===== src/logic/hws_regs.svh =====
/*
 halt/wakeup sequencer constants: preset values, divider and delay counts.
 assumes a 50 MHz system clock standing in for the oscillator clock.
*/
`ifndef HWS_REGS_SVH
`define HWS_REGS_SVH
`define HWS_WD_PRESET 8'hFF
`define HWS_TC_DIV 10
`define HWS_START_DELAY_TC 256
`define HWS_RESUME_NEXT 1'b0
`define HWS_RESUME_ZERO 1'b1
`define HWS_RESET_VECTOR 16'h0000
`endif


===== src/logic/hws_pkg.sv =====
/*
 halt/wakeup sequencer types.
 assumes the constants header holds all numeric values.
*/
package hws_pkg;
    typedef enum logic [3:0] {
        HWS_RUN = 4'h1,
        HWS_HALT = 4'h2,
        HWS_START = 4'h4,
        HWS_RESYNC = 4'h8
    } hws_state_t;
    typedef enum logic [1:0] {
        HWS_WK_NONE = 2'h0,
        HWS_WK_PIN = 2'h1,
        HWS_WK_PORT = 2'h2,
        HWS_WK_BROWN = 2'h3
    } hws_wake_t;
endpackage : hws_pkg


===== src/logic/hws_sync.sv =====
/*
 two-flop synchroniser for one level from outside the clock domain.
 assumes reset value zero is safe for the level.
*/
`timescale 1ns/1ns
module hws_sync (
    input wire logic clock_i,
    input wire logic rst_n_i,
    input wire logic d_i,
    output logic q_o
);
    logic meta_q;
    always_ff @(posedge clock_i or negedge rst_n_i)
    begin
        if (!rst_n_i)
        begin
            meta_q <= 1'b0;
            q_o <= 1'b0;
        end
        else
        begin
            meta_q <= d_i;
            q_o <= meta_q;
        end
    end
endmodule : hws_sync


===== src/logic/hws_wdog_timer.sv =====
/*
 start-up timer: 8-bit prescaler feeding 8-bit counter, both preset to FF.
 assumes tick_i is a one-cycle instruction-cycle tick.
*/
`timescale 1ns/1ns
`include "hws_regs.svh"
module hws_wdog_timer #(
    parameter int WIDTH = 8
) (
    input wire logic clock_i,
    input wire logic rst_n_i,
    input wire logic ce_i,
    input wire logic load_i,
    input wire logic run_i,
    input wire logic tick_i,
    output logic [WIDTH-1:0] prescale_o,
    output logic [WIDTH-1:0] count_o,
    output logic expire_o
);
    always_ff @(posedge clock_i or negedge rst_n_i)
    begin
        if (!rst_n_i)
        begin
            prescale_o <= `HWS_WD_PRESET;
            count_o <= `HWS_WD_PRESET;
        end
        else if (ce_i)
        begin
            if (load_i)
            begin
                prescale_o <= `HWS_WD_PRESET;
                count_o <= `HWS_WD_PRESET;
            end
            else if (run_i && tick_i)
            begin
                prescale_o <= prescale_o - 1'b1;
                if (prescale_o == '0)
                    count_o <= count_o - 1'b1;
            end
        end
    end
    // timeout when the first counter step after load happens
    assign expire_o = run_i && tick_i && (prescale_o == '0);
endmodule : hws_wdog_timer


===== src/logic/hws_halt_seq.sv =====
/*
 halt/wakeup sequencer: halt entry, clock gating, wake detection,
 crystal start-up delay, resume address choice and retention flags.
 assumes cpu logic obeys clk_run_o and the restart/reset outputs.
*/
`timescale 1ns/1ns
`include "hws_regs.svh"
module hws_halt_seq #(
    parameter int DIV = `HWS_TC_DIV
) (
    input wire logic clock_i,
    input wire logic rst_n_i,
    input wire logic ce_i,
    input wire logic crystal_opt_i,
    input wire logic brown_opt_i,
    input wire logic halt_write_i,
    input wire logic halt_restart_pin_i,
    input wire logic port_wake_i,
    input wire logic ext_reset_n_i,
    input wire logic brown_low_i,
    output logic halted_o,
    output logic osc_en_o,
    output logic clk_run_o,
    output logic dev_reset_o,
    output logic resume_zero_o,
    output logic restart_pin_data_o,
    output logic acc_timer_lost_o,
    output logic data_lost_o,
    output logic wd_altered_o,
    output logic [7:0] wd_prescale_o,
    output logic [7:0] wd_count_o
);
    hws_pkg::hws_state_t state_q;
    hws_pkg::hws_state_t state_d;
    logic pin_s;
    logic port_s;
    logic rst_n_s;
    logic brown_s;
    logic pin_prev_q;
    logic [3:0] div_q;
    logic tick;
    logic wd_load;
    logic wd_run;
    logic wd_expire;
    logic brown_act;
    logic ext_act;
    logic pin_rise;
    logic [7:0] pre_w;
    logic [7:0] cnt_w;
    logic [8:0] start_ticks_q;

    // each wake source is resynchronised on the free-running oscillator
    hws_sync u_pin (.clock_i(clock_i), .rst_n_i(rst_n_i),
        .d_i(halt_restart_pin_i), .q_o(pin_s));
    hws_sync u_port (.clock_i(clock_i), .rst_n_i(rst_n_i),
        .d_i(port_wake_i), .q_o(port_s));
    hws_sync u_rst (.clock_i(clock_i), .rst_n_i(rst_n_i),
        .d_i(ext_reset_n_i), .q_o(rst_n_s));
    hws_sync u_brn (.clock_i(clock_i), .rst_n_i(rst_n_i),
        .d_i(brown_low_i), .q_o(brown_s));

    assign ext_act = !rst_n_s;
    // monitor never gated by halt state; masked by option and by reset pin
    assign brown_act = brown_opt_i && brown_s && !ext_act;
    assign pin_rise = pin_s && !pin_prev_q && !crystal_opt_i;
    assign tick = (div_q == 4'(DIV - 1));
    // preset only on a write that really enters halt
    assign wd_load = (state_q == hws_pkg::HWS_RUN) && halt_write_i
        && !ext_act && !brown_act;
    assign wd_run = (state_q == hws_pkg::HWS_START);

    hws_wdog_timer #(.WIDTH(8)) u_wd (
        .clock_i(clock_i),
        .rst_n_i(rst_n_i),
        .ce_i(ce_i),
        .load_i(wd_load),
        .run_i(wd_run),
        .tick_i(tick),
        .prescale_o(pre_w),
        .count_o(cnt_w),
        .expire_o(wd_expire)
    );

    always_ff @(posedge clock_i or negedge rst_n_i)
    begin
        if (!rst_n_i)
            div_q <= 4'h0;
        else if (ce_i)
            div_q <= tick ? 4'h0 : div_q + 4'h1;
    end

    always_ff @(posedge clock_i or negedge rst_n_i)
    begin
        if (!rst_n_i)
            pin_prev_q <= 1'b0;
        else if (ce_i)
            pin_prev_q <= pin_s;
    end

    always_comb
    begin
        state_d = state_q;
        unique case (state_q)
            hws_pkg::HWS_RUN:
                if (halt_write_i && !ext_act && !brown_act)
                    state_d = hws_pkg::HWS_HALT;
            hws_pkg::HWS_HALT:
                if (ext_act)
                    state_d = hws_pkg::HWS_RESYNC;
                else if (brown_act || port_s)
                    state_d = crystal_opt_i ? hws_pkg::HWS_START
                        : hws_pkg::HWS_RESYNC;
                else if (pin_rise)
                    state_d = hws_pkg::HWS_RESYNC;
            hws_pkg::HWS_START:
                if (ext_act)
                    state_d = hws_pkg::HWS_RESYNC;
                else if (wd_expire)
                    state_d = hws_pkg::HWS_RESYNC;
            hws_pkg::HWS_RESYNC:
                state_d = hws_pkg::HWS_RUN;
            default:
                state_d = hws_pkg::HWS_RUN;
        endcase
    end

    always_ff @(posedge clock_i or negedge rst_n_i)
    begin
        if (!rst_n_i)
            state_q <= hws_pkg::HWS_RUN;
        else if (ce_i)
            state_q <= state_d;
    end

    // cause bookkeeping captured at the moment of wake
    always_ff @(posedge clock_i or negedge rst_n_i)
    begin
        if (!rst_n_i)
        begin
            resume_zero_o <= `HWS_RESUME_ZERO;
            acc_timer_lost_o <= 1'b0;
            data_lost_o <= 1'b0;
            wd_altered_o <= 1'b0;
        end
        else if (ce_i && state_q == hws_pkg::HWS_HALT
            && state_d != hws_pkg::HWS_HALT)
        begin
            resume_zero_o <= (ext_act || brown_act) ? `HWS_RESUME_ZERO
                : `HWS_RESUME_NEXT;
            acc_timer_lost_o <= (ext_act && crystal_opt_i)
                || brown_act;
            data_lost_o <= !ext_act && brown_act;
            wd_altered_o <= 1'b1;
        end
        else if (ce_i && state_q == hws_pkg::HWS_START && ext_act)
        begin
            // reset pin during start-up still restarts from zero
            resume_zero_o <= `HWS_RESUME_ZERO;
            acc_timer_lost_o <= 1'b1;
        end
        else if (ce_i && wd_load)
        begin
            acc_timer_lost_o <= 1'b0;
            data_lost_o <= 1'b0;
            wd_altered_o <= 1'b0;
        end
    end

    always_ff @(posedge clock_i or negedge rst_n_i)
    begin
        if (!rst_n_i)
        begin
            halted_o <= 1'b0;
            osc_en_o <= 1'b1;
            clk_run_o <= 1'b1;
            dev_reset_o <= 1'b1;
            restart_pin_data_o <= 1'b0;
            wd_prescale_o <= `HWS_WD_PRESET;
            wd_count_o <= `HWS_WD_PRESET;
        end
        else if (ce_i)
        begin
            halted_o <= state_d != hws_pkg::HWS_RUN;
            // oscillator alone runs during start-up
            osc_en_o <= state_d != hws_pkg::HWS_HALT;
            clk_run_o <= state_d == hws_pkg::HWS_RUN;
            // reset held while pin low or, with the brown-out option on, supply low
            dev_reset_o <= ext_act || brown_act;
            if (state_q == hws_pkg::HWS_RUN)
                restart_pin_data_o <= pin_s;
            wd_prescale_o <= pre_w;
            wd_count_o <= cnt_w;
        end
    end

    // software contract: two no-ops after halt cover the resync state

    // ticks seen during start-up, counted apart from the timer itself
    always_ff @(posedge clock_i or negedge rst_n_i)
    begin
        if (!rst_n_i)
            start_ticks_q <= 9'h000;
        else if (ce_i)
        begin
            if (state_q != hws_pkg::HWS_START)
                start_ticks_q <= 9'h000;
            else if (tick)
                start_ticks_q <= start_ticks_q + 9'h001;
        end
    end

    chk_halt_entry: assert property (@(posedge clock_i)
        disable iff (!rst_n_i)
        ce_i && state_q == hws_pkg::HWS_RUN && halt_write_i && !ext_act
        && !brown_act |=> !clk_run_o)
        else $error("halt write did not stop clocks");
    chk_clock_gated: assert property (@(posedge clock_i)
        disable iff (!rst_n_i)
        state_q == hws_pkg::HWS_HALT |-> !clk_run_o)
        else $error("clock running in halt");
    chk_pin_crystal: assert property (@(posedge clock_i)
        disable iff (!rst_n_i)
        ce_i && state_q == hws_pkg::HWS_HALT && crystal_opt_i && pin_s
        && !port_s && !ext_act && !brown_act
        |=> state_q == hws_pkg::HWS_HALT)
        else $error("pin edge woke crystal part");
    chk_ext_exit: assert property (@(posedge clock_i)
        disable iff (!rst_n_i)
        ce_i && state_q == hws_pkg::HWS_HALT && ext_act
        |=> state_q == hws_pkg::HWS_RESYNC)
        else $error("reset pin did not end halt");
    chk_reset_no_delay: assert property (@(posedge clock_i)
        disable iff (!rst_n_i)
        ce_i && state_q == hws_pkg::HWS_HALT && ext_act
        |=> state_q != hws_pkg::HWS_START)
        else $error("delay started on reset exit");
    chk_rc_no_delay: assert property (@(posedge clock_i)
        disable iff (!rst_n_i)
        !crystal_opt_i |-> state_q != hws_pkg::HWS_START)
        else $error("delay used without crystal");
    chk_zero_vector: assert property (@(posedge clock_i)
        disable iff (!rst_n_i)
        ce_i && state_q == hws_pkg::HWS_HALT && ext_act
        |=> resume_zero_o)
        else $error("reset exit not to zero");
    chk_port_resume: assert property (@(posedge clock_i)
        disable iff (!rst_n_i)
        ce_i && state_q == hws_pkg::HWS_HALT && port_s && !ext_act
        && !brown_act |=> !resume_zero_o)
        else $error("port wake not resuming next");
    chk_acc_lost: assert property (@(posedge clock_i)
        disable iff (!rst_n_i)
        ce_i && state_q == hws_pkg::HWS_HALT && ext_act && crystal_opt_i
        |=> acc_timer_lost_o)
        else $error("crystal reset exit kept accumulator");
    chk_data_lost: assert property (@(posedge clock_i)
        disable iff (!rst_n_i)
        ce_i && state_q == hws_pkg::HWS_HALT && brown_act
        |=> data_lost_o)
        else $error("brown-out exit kept data");
    chk_pin_read: assert property (@(posedge clock_i)
        disable iff (!rst_n_i)
        ce_i && state_q == hws_pkg::HWS_RUN
        |=> restart_pin_data_o == $past(pin_s))
        else $error("restart pin not readable while running");
    chk_brown_reset: assert property (@(posedge clock_i)
        disable iff (!rst_n_i)
        ce_i && brown_act |=> dev_reset_o)
        else $error("brown-out reset missing");
    chk_halt_preset: assert property (@(posedge clock_i)
        disable iff (!rst_n_i)
        ce_i && wd_load |=> pre_w == 8'hFF && cnt_w == 8'hFF)
        else $error("timer not preset on halt");
    chk_delay_cancel: assert property (@(posedge clock_i)
        disable iff (!rst_n_i)
        ce_i && state_q == hws_pkg::HWS_START && ext_act
        |=> state_q == hws_pkg::HWS_RESYNC && resume_zero_o)
        else $error("reset did not cancel delay");
    chk_osc_start: assert property (@(posedge clock_i)
        disable iff (!rst_n_i)
        state_q == hws_pkg::HWS_START |-> !clk_run_o)
        else $error("clocks before start-up timeout");
    chk_delay_length: assert property (@(posedge clock_i)
        disable iff (!rst_n_i)
        ce_i && state_q == hws_pkg::HWS_START
        && state_d == hws_pkg::HWS_RESYNC && !ext_act
        |-> start_ticks_q == 9'(`HWS_START_DELAY_TC - 1))
        else $error("start-up delay length wrong");
    chk_start_expire: assert property (@(posedge clock_i)
        disable iff (!rst_n_i)
        ce_i && state_q == hws_pkg::HWS_START && wd_expire && !ext_act
        |=> state_q == hws_pkg::HWS_RESYNC)
        else $error("timeout did not release clocks");
    chk_resync_run: assert property (@(posedge clock_i)
        disable iff (!rst_n_i)
        ce_i && state_q == hws_pkg::HWS_RESYNC
        |=> clk_run_o && state_q == hws_pkg::HWS_RUN)
        else $error("clocks not back after resync");

    cov_port_crystal: cover property (@(posedge clock_i)
        state_q == hws_pkg::HWS_START ##1 state_q == hws_pkg::HWS_RESYNC);
    cov_pin_wake: cover property (@(posedge clock_i)
        state_q == hws_pkg::HWS_HALT && pin_rise);
    cov_reset_exit: cover property (@(posedge clock_i)
        state_q == hws_pkg::HWS_HALT && ext_act);
    cov_brown_wake: cover property (@(posedge clock_i)
        state_q == hws_pkg::HWS_HALT && brown_act);
    cov_delay_cancel: cover property (@(posedge clock_i)
        state_q == hws_pkg::HWS_START && ext_act);
endmodule : hws_halt_seq


===== config.mk =====
export PLATFORM = sky130hd
export DESIGN_NAME = hws_halt_seq
export DESIGN_NICKNAME = d
export VERILOG_FILES = /design/src/logic/hws_pkg.sv /design/src/logic/hws_sync.sv /design/src/logic/hws_wdog_timer.sv /design/src/logic/hws_halt_seq.sv
export VERILOG_INCLUDE_DIRS = /design/src /design/src/logic
export SDC_FILE = /design/constraint.sdc
export NUM_CORES = 1
export LEC_CHECK = 0
export ABC_CLOCK_PERIOD_IN_PS = 2600
export CORE_MARGIN = 3
export CORE_UTILIZATION = 30
export DETAILED_ROUTE_END_ITERATION = 7
export DONT_BUFFER_PORTS = 1
export GPL_TIMING_DRIVEN = 0
export PLACE_DENSITY = 0.56
export SYNTH_ARGS = -nofsm -noshare
export SYNTH_HDL_FRONTEND = slang
export SYNTH_SLANG_ARGS = --single-unit

===== constraint.sdc =====
create_clock -name clock_i -period 2.6 [get_ports clock_i]
set_clock_uncertainty 0.2 [all_clocks]
set_input_delay 0.52 -clock clock_i [delete_from_list [all_inputs] [get_ports clock_i]]
set_output_delay 0.52 -clock clock_i [all_outputs]
set_load 0.05 [all_outputs]

==> results of run 1 <==
## worst register-to-register path, cell delays in order, from the launching register on
cell and delay, ps:
dfstp_2 570, nor4b_1 660, nand3_1 360, and4_1 340, a21oi_1 160
## power by group through the flow
stage	clock network, W	logic, W	registers (W)
floorplan	0	0.000381	0.00197
global placement	0	0.000426	0.00205
detailed placement	0	0.000440	0.00206
CTS	0.00106	0.000472	0.00205
global route	0.00110	0.000537	0.00210
finish	0.00104	0.000467	0.00204
## registers in the layout (all words and copies together), names as in the netlist, 4 cells and up
| register | flops |
|---|---|
| u_wd.prescale_o | 8 |
| div_q | 4 |
| state_q | 4 |
| wd_count_o | 8 |
| u_wd.count_o | 8 |
| wd_prescale_o | 8 |
## what timing repair did
action | 4_1_cts | 5_1_grt
resized for setup | 0 | 0
hold endpoints to repair | 61 | 1
hold buffers | 5 | 1
## metal layers
layer,track usage,wire length (µm),share of wire,vias to the layer above
met5,0,0,0,-
met4,0.0528,31,0.0054,0
met3,0.0403,360,0.063,4
met2,0.175,2630,0.46,43
met1,0.172,2720,0.47,909
li1,-,-,-,887
## Yosys cell counts, types with 4 or more instances
cell type   n  area share
o21ai_0    14       0.026
a31oi_1     9       0.021
nand2_1    11       0.015
nand3_1     6       0.011
nand4_1     4      0.0094
o21ai_1     6       0.011
and4_1      5       0.016
a21oi_1    10       0.019
nor3_1      5      0.0094
dfstp_2    37        0.36
mux2_2     15       0.063
inv_1      15       0.021
nor2_1      8       0.011
nor2b_1     4      0.0094
clkbuf_1    4      0.0056
dfrtp_1    21        0.20
## kinds of logic (layout without fill, tap and decap cells)
logic type | count (synthesis) | count (layout) | share of synthesized area
mux | 17 | 17 | 0.0708
simple gates | 67 | 67 | 0.162
xor+xnor | 2 | 2 | 0.00656
fa+ha+maj | 3 | 3 | 0.0141
flops | 58 | 58 | 0.561
compound gates | 61 | 61 | 0.152
buf+inv | 22 | 44 | 0.0337
## metrics by stage
step           worst slack [ps]  instances  instance area (µm²)  power (W)
6_report                    253        357                 3130    0.00354
3_3_place_gp                292        335                 2800    0.00248
2_1_floorplan               532        230                 2670    0.00235
5_1_grt                    74.3        357                 3130    0.00374
3_5_place_dp                311        335                 2800    0.00250
4_1_cts                     247        356                 3120    0.00358
## final cells by class
cell class	count	area [µm²]
fillers	864	5290
flip-flops and latches	58	1500
multi-input cells	150	1080
clock buffers	11	151
well taps	105	131
clock inverters	5	100
repair buffers	6	77.6
inverters	16	60.1
plain buffers	6	30.0
## final timing paths
path,from,end
max in group asynchronous,rst_n_i,u_wd.count_o[1]
min in group asynchronous,rst_n_i,state_q[2]
max,state_q[0],u_wd.prescale_o[1]
min reg2reg,u_port.meta_q,u_port.q_o
min,u_port.meta_q,u_port.q_o
max reg2reg,state_q[0],u_wd.prescale_o[1]
==> impl_metrics.py, run 1 <==
metrics = {
    "critical_path": {
        "endpoint_kind": "flip-flop",
        "crit_path_top_delay_cell": "nor4b_1",
        "ff2ff_path_depth": 4,
        "critPathMaxStageDelay_ps": 660,
        "cp_data_arrival_time_ps": 2400,
        "path_cells": "nor4b_1, nand3_1, and4_1, a21oi_1",
        "path_depth": 4,
        "startpoint_type": "flip-flop",
        "cp_top_family": "simple AND/OR/NAND/NOR gates",
        "crit_type": "flip-flop to flip-flop",
        "crit_fanout": 6,
        "cp_data_required_time_ps": 2660,
        "path_buf_inv": 0,
        "r2r_slack_ps": 250,
    },
    "status": {
        "outcome": "complete, no violations",
    },
    "grt": {
        "grt_pass1_wl_um": 9690,
        "grt-ovfl-total": 0,
        "grt_antenna_before_repair": 0,
        "grt_usage": 0.123,
        "grt_max_degree": 59,
        "grt_pass1_vias": 1845,
    },
    "timing": {
        "tns_ps": 0,
        "rsz0062_at_grt": "false",
        "slew_headroom": 0.414,
        "hold_viol_final": 0,
        "clock.fmax_mhz": 426,
        "slew_viol_final": 0,
        "whs_ps": 148,
        "finalCritPeriodShare": 0.903,
        "setup_viol": 0,
        "layout_min_cycle_time_ps": 2350,
        "worstMarginPinSlew_ps": 866,
    },
    "drt": {
        "antenna_left": 0,
        "drt_pass1_iterations": 4,
        "drc": 0,
        "viasPerCell": 5.16,
        "dr_total_vias": 1843,
        "drtIter0Drc": 57,
        "post_drt_wl_per_cell_um": 16.1,
        "wl_um": 5740,
    },
    "finish": {
        "layout-drive-gt1-share": 0.317,
        "fin_util": 0.372,
        "layout_commonest_cell": "dfstp_2",
        "area_growth_pct": 17.2,
        "finalNetCount": 260,
        "final_cell_mix": "dfstp_2, dfrtp_1, inv_1, mux2_2, o21ai_0",
        "num_antenna_cells": 0,
    },
    "clock_tree": {
        "htree_levels": 3,
        "cts-root-buf": "clkbuf_8",
        "clock_latency_ps": 330,
        "cts_sinks": 58,
        "cts_tree": "done",
        "cts.clk_slew.worst_paths_ps": 70,
        "cts_max_path_buffers": 2,
        "post-cts-setup-buffer-count": 0,
        "cts_buffers": 9,
    },
    "die": {
        "die_h_um": 100,
        "start_util": 0.317,
        "die-width_um": 100,
        "io_pins": 35,
        "die_area_um2": 10100,
        "row_count": 33,
        "core-area_um2": 8420,
    },
    "run": {
        "cap_viol_max_count": 0,
    },
    "worst_hold_path": {
        "min_path_type": "flip-flop to flip-flop",
        "holdPathStages": 0,
    },
    "synth": {
        "synth_seq_cells": 58,
        "synth-edff-count": 0,
        "syn_avg_cell_area_um2": 11.6,
        "synthArstFlopShare": 1.00,
        "seq_area_frac_synth": 0.561,
        "syn_nets": 243,
        "ys.flop_type": "dfstp_2",
        "ys_warn_count": 0,
        "yosysUniqueCellTypes": 56,
        "netlist_area_um2": 2670,
        "syn_inst": 230,
    },
    "power": {
        "power_density_nw_per_um2": 1130,
        "swShare": 0.364,
        "comb_power_share": 0.132,
        "vdd_ir_drop_max_mv": 0.452,
        "p_int_w": 0.00225,
        "p_leak_nw": 1.23,
        "pwr-share-seq": 0.576,
        "clkPwrFrac": 0.293,
        "p_switching_w": 0.00129,
    },
    "placement": {
        "io_buffers": 0,
        "gp_congestion": 0.753,
        "detailed_place_hpwl_um": 3970,
    },
}
Power figures use the tool's default switching activity.
==> inputs of run 2 (changes only) <==
- RECOVER_POWER: default -> 25
==> impl_metrics.py, run 2 (synthesized netlist as in run 1, its figures left out) <==
metrics = {
    "timing": {
        "layout_min_cycle_time_ps": 2350,
        "slew_viol_final": 0,
        "setup_viol": 0,
        "rsz0062_at_grt": "false",
        "whs_ps": 148,
        "slew_headroom": 0.0702,
        "finalCritPeriodShare": 0.905,
        "worstMarginPinSlew_ps": 1390,
        "tns_ps": 0,
        "hold_viol_final": 0,
        "clock.fmax_mhz": 425,
    },
    "die": {
        "core-area_um2": 8420,
        "start_util": 0.317,
        "io_pins": 35,
        "die-width_um": 100,
        "die_area_um2": 10100,
        "die_h_um": 100,
        "row_count": 33,
    },
    "clock_tree": {
        "cts_hold_buf": 5,
        "cts-root-buf": "clkbuf_8",
        "clock_latency_ps": 330,
        "cts_tree": "done",
        "cts.clk_slew.worst_paths_ps": 70,
        "cts_resized": 0,
        "cts_buffers": 9,
        "post-cts-setup-buffer-count": 0,
        "cts_sinks": 58,
        "htree_levels": 3,
        "cts_max_path_buffers": 2,
    },
    "status": {
        "outcome": "complete, no violations",
    },
    "power": {
        "vdd_ir_drop_max_mv": 0.448,
        "power_density_nw_per_um2": 1140,
        "p_leak_nw": 1.22,
    },
    "drt": {
        "drt_pass1_iterations": 4,
        "post_drt_wl_per_cell_um": 16.0,
        "drc": 0,
        "antenna_left": 0,
        "viasPerCell": 5.20,
        "dr_total_vias": 1857,
        "drtIter0Drc": 50,
        "wl_um": 5710,
    },
    "grt": {
        "grt_max_degree": 59,
        "grt_antenna_before_repair": 0,
        "grt-ovfl-total": 0,
        "grt_pass1_wl_um": 9690,
        "grt_pass1_vias": 1845,
        "grt_usage": 0.123,
    },
    "critical_path": {
        "startpoint_type": "flip-flop",
        "critPathMaxStageDelay_ps": 660,
        "reg2reg_from": "state_q[0]",
        "r2r_slack_ps": 250,
        "path_buf_inv": 0,
        "cp_top_family": "simple AND/OR/NAND/NOR gates",
        "reg2reg_to": "u_wd.prescale_o[1]",
        "crit_type": "flip-flop to flip-flop",
        "endpoint_kind": "flip-flop",
        "crit_fanout": 6,
        "cp_data_required_time_ps": 2660,
        "cp_data_arrival_time_ps": 2410,
        "ff2ff_path_depth": 4,
        "crit_path_top_delay_cell": "nor4b_1",
        "path_cells": "nor4b_1, nand3_1, and4_1, a21oi_1",
    },
    "finish": {
        "fin_util": 0.369,
        "layout-drive-gt1-share": 0.317,
        "finalNonFillerCells": 357,
        "nFillCells": 866,
        "area_growth_pct": 16.4,
        "layout_commonest_cell": "dfstp_2",
        "regArea_um2": 1500,
        "final_cell_mix": "dfstp_2, dfrtp_1, inv_1, mux2_2, o21ai_0",
        "num_antenna_cells": 0,
        "multi_input_area_um2": 1080,
        "finalNetCount": 260,
    },
    "worst_hold_path": {
        "hold_path_end": "u_brn.q_o",
        "holdPathStages": 0,
        "hold_start": "u_brn.meta_q",
        "min_path_type": "flip-flop to flip-flop",
    },
    "placement": {
        "gp_congestion": 0.753,
        "io_buffers": 0,
        "detailed_place_hpwl_um": 3970,
        "dp.cells": 335,
    },
    "run": {
        "cap_viol_max_count": 0,
    },
}
[run 2: changes by cell type in the layout (fill, tap and decap cells not counted), sizes merged]
cell,delta
buf,-1
clkbuf,+1
[run 2: metrics by stage]
stage | setup WS, ps | instance area, µm² | power, W
5_1_grt | 74.3 | 3110 | 0.00373
3_5_place_dp | 311 | 2800 | 0.00250
6_report | 247 | 3110 | 0.00354
4_1_cts | 247 | 3120 | 0.00358
3_3_place_gp | 292 | 2800 | 0.00248
2_1_floorplan | 532 | 2670 | 0.00235
[run 2: how the worst max path moves through the flow]
stage	endpoint	start	cells after the start	slack [ps]
floorplan	acc_timer_lost_o	crystal_opt_i	4	530
global placement	u_wd.prescale_o[1]	state_q[0]	4	290
detailed placement	u_wd.prescale_o[1]	state_q[0]	4	310
CTS	u_wd.prescale_o[1]	state_q[0]	4	250
global route	u_wd.prescale_o[1]	state_q[0]	4	70
finish	u_wd.prescale_o[1]	state_q[0]	4	250
[run 2: per-layer routing]
layer | part of all wire | track usage | wire, µm | vias up
met2 | 0.47 | 0.175 | 2690 | 42
met4 | 0.0054 | 0.0528 | 31 | 0
met1 | 0.46 | 0.172 | 2620 | 922
met5 | 0 | 0 | 0 | -
met3 | 0.063 | 0.0403 | 361 | 4
li1 | - | - | - | 889
[run 2: area by class of cell]
cell class | count | share of cell area
buffer | 6 | 0.00966
timing repair buffer | 6 | 0.0177
multi-input combinational | 150 | 0.348
clock inverter | 5 | 0.0322
sequential | 58 | 0.482
clock buffer | 11 | 0.0487
inverter | 16 | 0.0193
tap | 105 | 0.0423
[run 2: power breakdown]
part	leakage, nW	internal, W	switching (W)
Sequential	0.644	0.00132	0.000723
Combinational	0.447	0.000247	0.000216
Clock	0.129	0.000686	0.000349
Total	1.22	0.00225	0.00129
==> inputs of run 3 (changes only) <==
--- a/config.mk
+++ b/config.mk
@@ -9,2 +9,4 @@
 export ABC_CLOCK_PERIOD_IN_PS = 2600
+export CELL_PAD_IN_SITES_DETAIL_PLACEMENT = 0
+export CELL_PAD_IN_SITES_GLOBAL_PLACEMENT = 1
 export CORE_MARGIN = 3
@@ -14,3 +16,3 @@
 export GPL_TIMING_DRIVEN = 0
-export PLACE_DENSITY = 0.56
+export PLACE_DENSITY = 0.64
 export RECOVER_POWER = 25
==> constraint.sdc (replaced) <==
create_clock -name clock_i -period 2.6 [get_ports clock_i]
set_clock_uncertainty 0.2 [all_clocks]
set_input_delay 0.26 -clock clock_i [delete_from_list [all_inputs] [get_ports clock_i]]
set_output_delay 0.26 -clock clock_i [all_outputs]
set_load 0.05 [all_outputs]
==> impl_metrics.py, run 3 (synthesized netlist as in run 1, its figures left out) <==
metrics = {
    "critical_path": {
        "crit_type": "flip-flop to flip-flop",
        "cp_data_required_time_ps": 2660,
        "startpoint_type": "flip-flop",
        "endpoint_kind": "flip-flop",
        "crit_fanout": 6,
        "ff2ff_path_depth": 4,
        "cp_data_arrival_time_ps": 2350,
    },
    "timing": {
        "rsz0062_at_grt": "false",
        "slew_headroom": 0.0689,
        "tns_ps": 0,
        "slew_viol_final": 0,
        "layout_min_cycle_time_ps": 2300,
        "clock.fmax_mhz": 436,
        "worstMarginPinSlew_ps": 1400,
        "finalCritPeriodShare": 0.883,
        "setup_slack_ps": 305,
        "hold_viol_final": 0,
        "setup_viol": 0,
    },
    "clock_tree": {
        "cts_tree": "done",
        "cts_buffers": 9,
        "cts_max_path_buffers": 2,
        "clock_latency_ps": 340,
        "post-cts-setup-buffer-count": 0,
        "htree_levels": 3,
        "cts.clk_slew.worst_paths_ps": 70,
        "cts_resized": 0,
        "cts-root-buf": "clkbuf_8",
        "cts_sinks": 58,
    },
    "drt": {
        "antenna_left": 0,
        "drc": 0,
        "viasPerCell": 5.20,
        "drt_pass1_iterations": 4,
        "post_drt_wl_per_cell_um": 16.3,
        "dr_total_vias": 1861,
        "drtIter0Drc": 53,
        "wl_um": 5820,
    },
    "grt": {
        "grt_pass1_vias": 1866,
        "grt_antenna_before_repair": 0,
        "grt_usage": 0.130,
        "grt-ovfl-total": 0,
        "grt_pass1_wl_um": 10000,
        "grt_max_degree": 59,
    },
    "run": {
        "cap_viol_max_count": 0,
    },
    "placement": {
        "detailed_place_hpwl_um": 4050,
        "place_area_um2": 2800,
        "gp_congestion": 0.782,
        "dp.cells": 335,
        "pre_cts_ws_ps": 330,
        "io_buffers": 0,
    },
    "power": {
        "power_density_nw_per_um2": 1060,
        "totalPowerFinal_w": 0.00323,
        "p_leak_nw": 1.19,
        "vdd_ir_drop_max_mv": 0.498,
    },
    "finish": {
        "nFillCells": 870,
        "regArea_um2": 1500,
        "layout-drive-gt1-share": 0.308,
        "stdcell_area_um2": 3040,
        "area_growth_pct": 13.9,
        "final_cell_mix": "dfstp_2, dfrtp_1, inv_1, mux2_2, o21ai_0",
        "multi_input_area_um2": 1080,
        "finalNonFillerCells": 358,
        "layout_commonest_cell": "dfstp_2",
        "num_antenna_cells": 0,
        "finalNetCount": 261,
    },
    "die": {
        "core-area_um2": 8420,
        "die_h_um": 100,
        "start_util": 0.317,
        "row_count": 33,
        "io_pins": 35,
        "die_area_um2": 10100,
        "die-width_um": 100,
    },
    "worst_hold_path": {
        "holdPathStages": 3,
        "min_path_type": "input pin to flip-flop",
    },
    "status": {
        "outcome": "complete, no violations",
    },
}
run 3: cell count changes in the layout (fill, tap and decap cells not counted):
cell           delta
clkinv_2          +1
bufinv_16         -3
clkbuf_1          +2
dlygate4sd3_1     +1
run 3: routing by layer:
metal,track usage,vias up,part of all wire
li1,-,897,-
met1,0.169,922,0.47
met2,0.195,36,0.46
met3,0.0563,6,0.059
met4,0.0435,0,0.0089
met5,0,-,0
run 3: layout make-up:
type                       instances  area share
buffer                             6     0.00988
clock buffer                      13      0.0523
clock inverter                     3     0.00494
inverter                          16      0.0198
multi-input combinational        150       0.356
sequential                        58       0.493
tap                              105      0.0432
timing repair buffer               7      0.0214
run 3: worst max-delay path, stage by stage, from the launching register on:
cell     delay (ps)
dfstp_2         570
nor4b_1         580
nand3_1         360
and4_1          340
a21oi_1         170
run 3: worst paths after layout:
check | start | endpoint | slack [ps]
max | state_q[0] | u_wd.prescale_o[1] | 300
max in group asynchronous | rst_n_i | div_q[3] | 760
max reg2reg | state_q[0] | u_wd.prescale_o[1] | 300
min reg2reg | u_pin.meta_q | u_pin.q_o | 150
min | crystal_opt_i | state_q[3] | 20
min in group asynchronous | rst_n_i | data_lost_o | 610
run 3: what timing repair did:
action / 4_1_cts / 5_1_grt
setup endpoints to repair: 0 / 0
endpoints found under the hold margin: 64 / 0
hold buffers: 7 / 0
run 3: report_power, final:
part	internal, W	switching (W)
registers	0.00132	0.000723
logic	0.000247	0.000212
clock network	0.000393	0.000339
total	0.00196	0.00127
run 3: per-stage QoR:
step,hold WS (ps),util
floorplan,-236,-
global placement,-233,0.333
detailed placement,-233,0.333
CTS,1.53,0.364
global route,37.2,0.361
finish,15.3,0.361
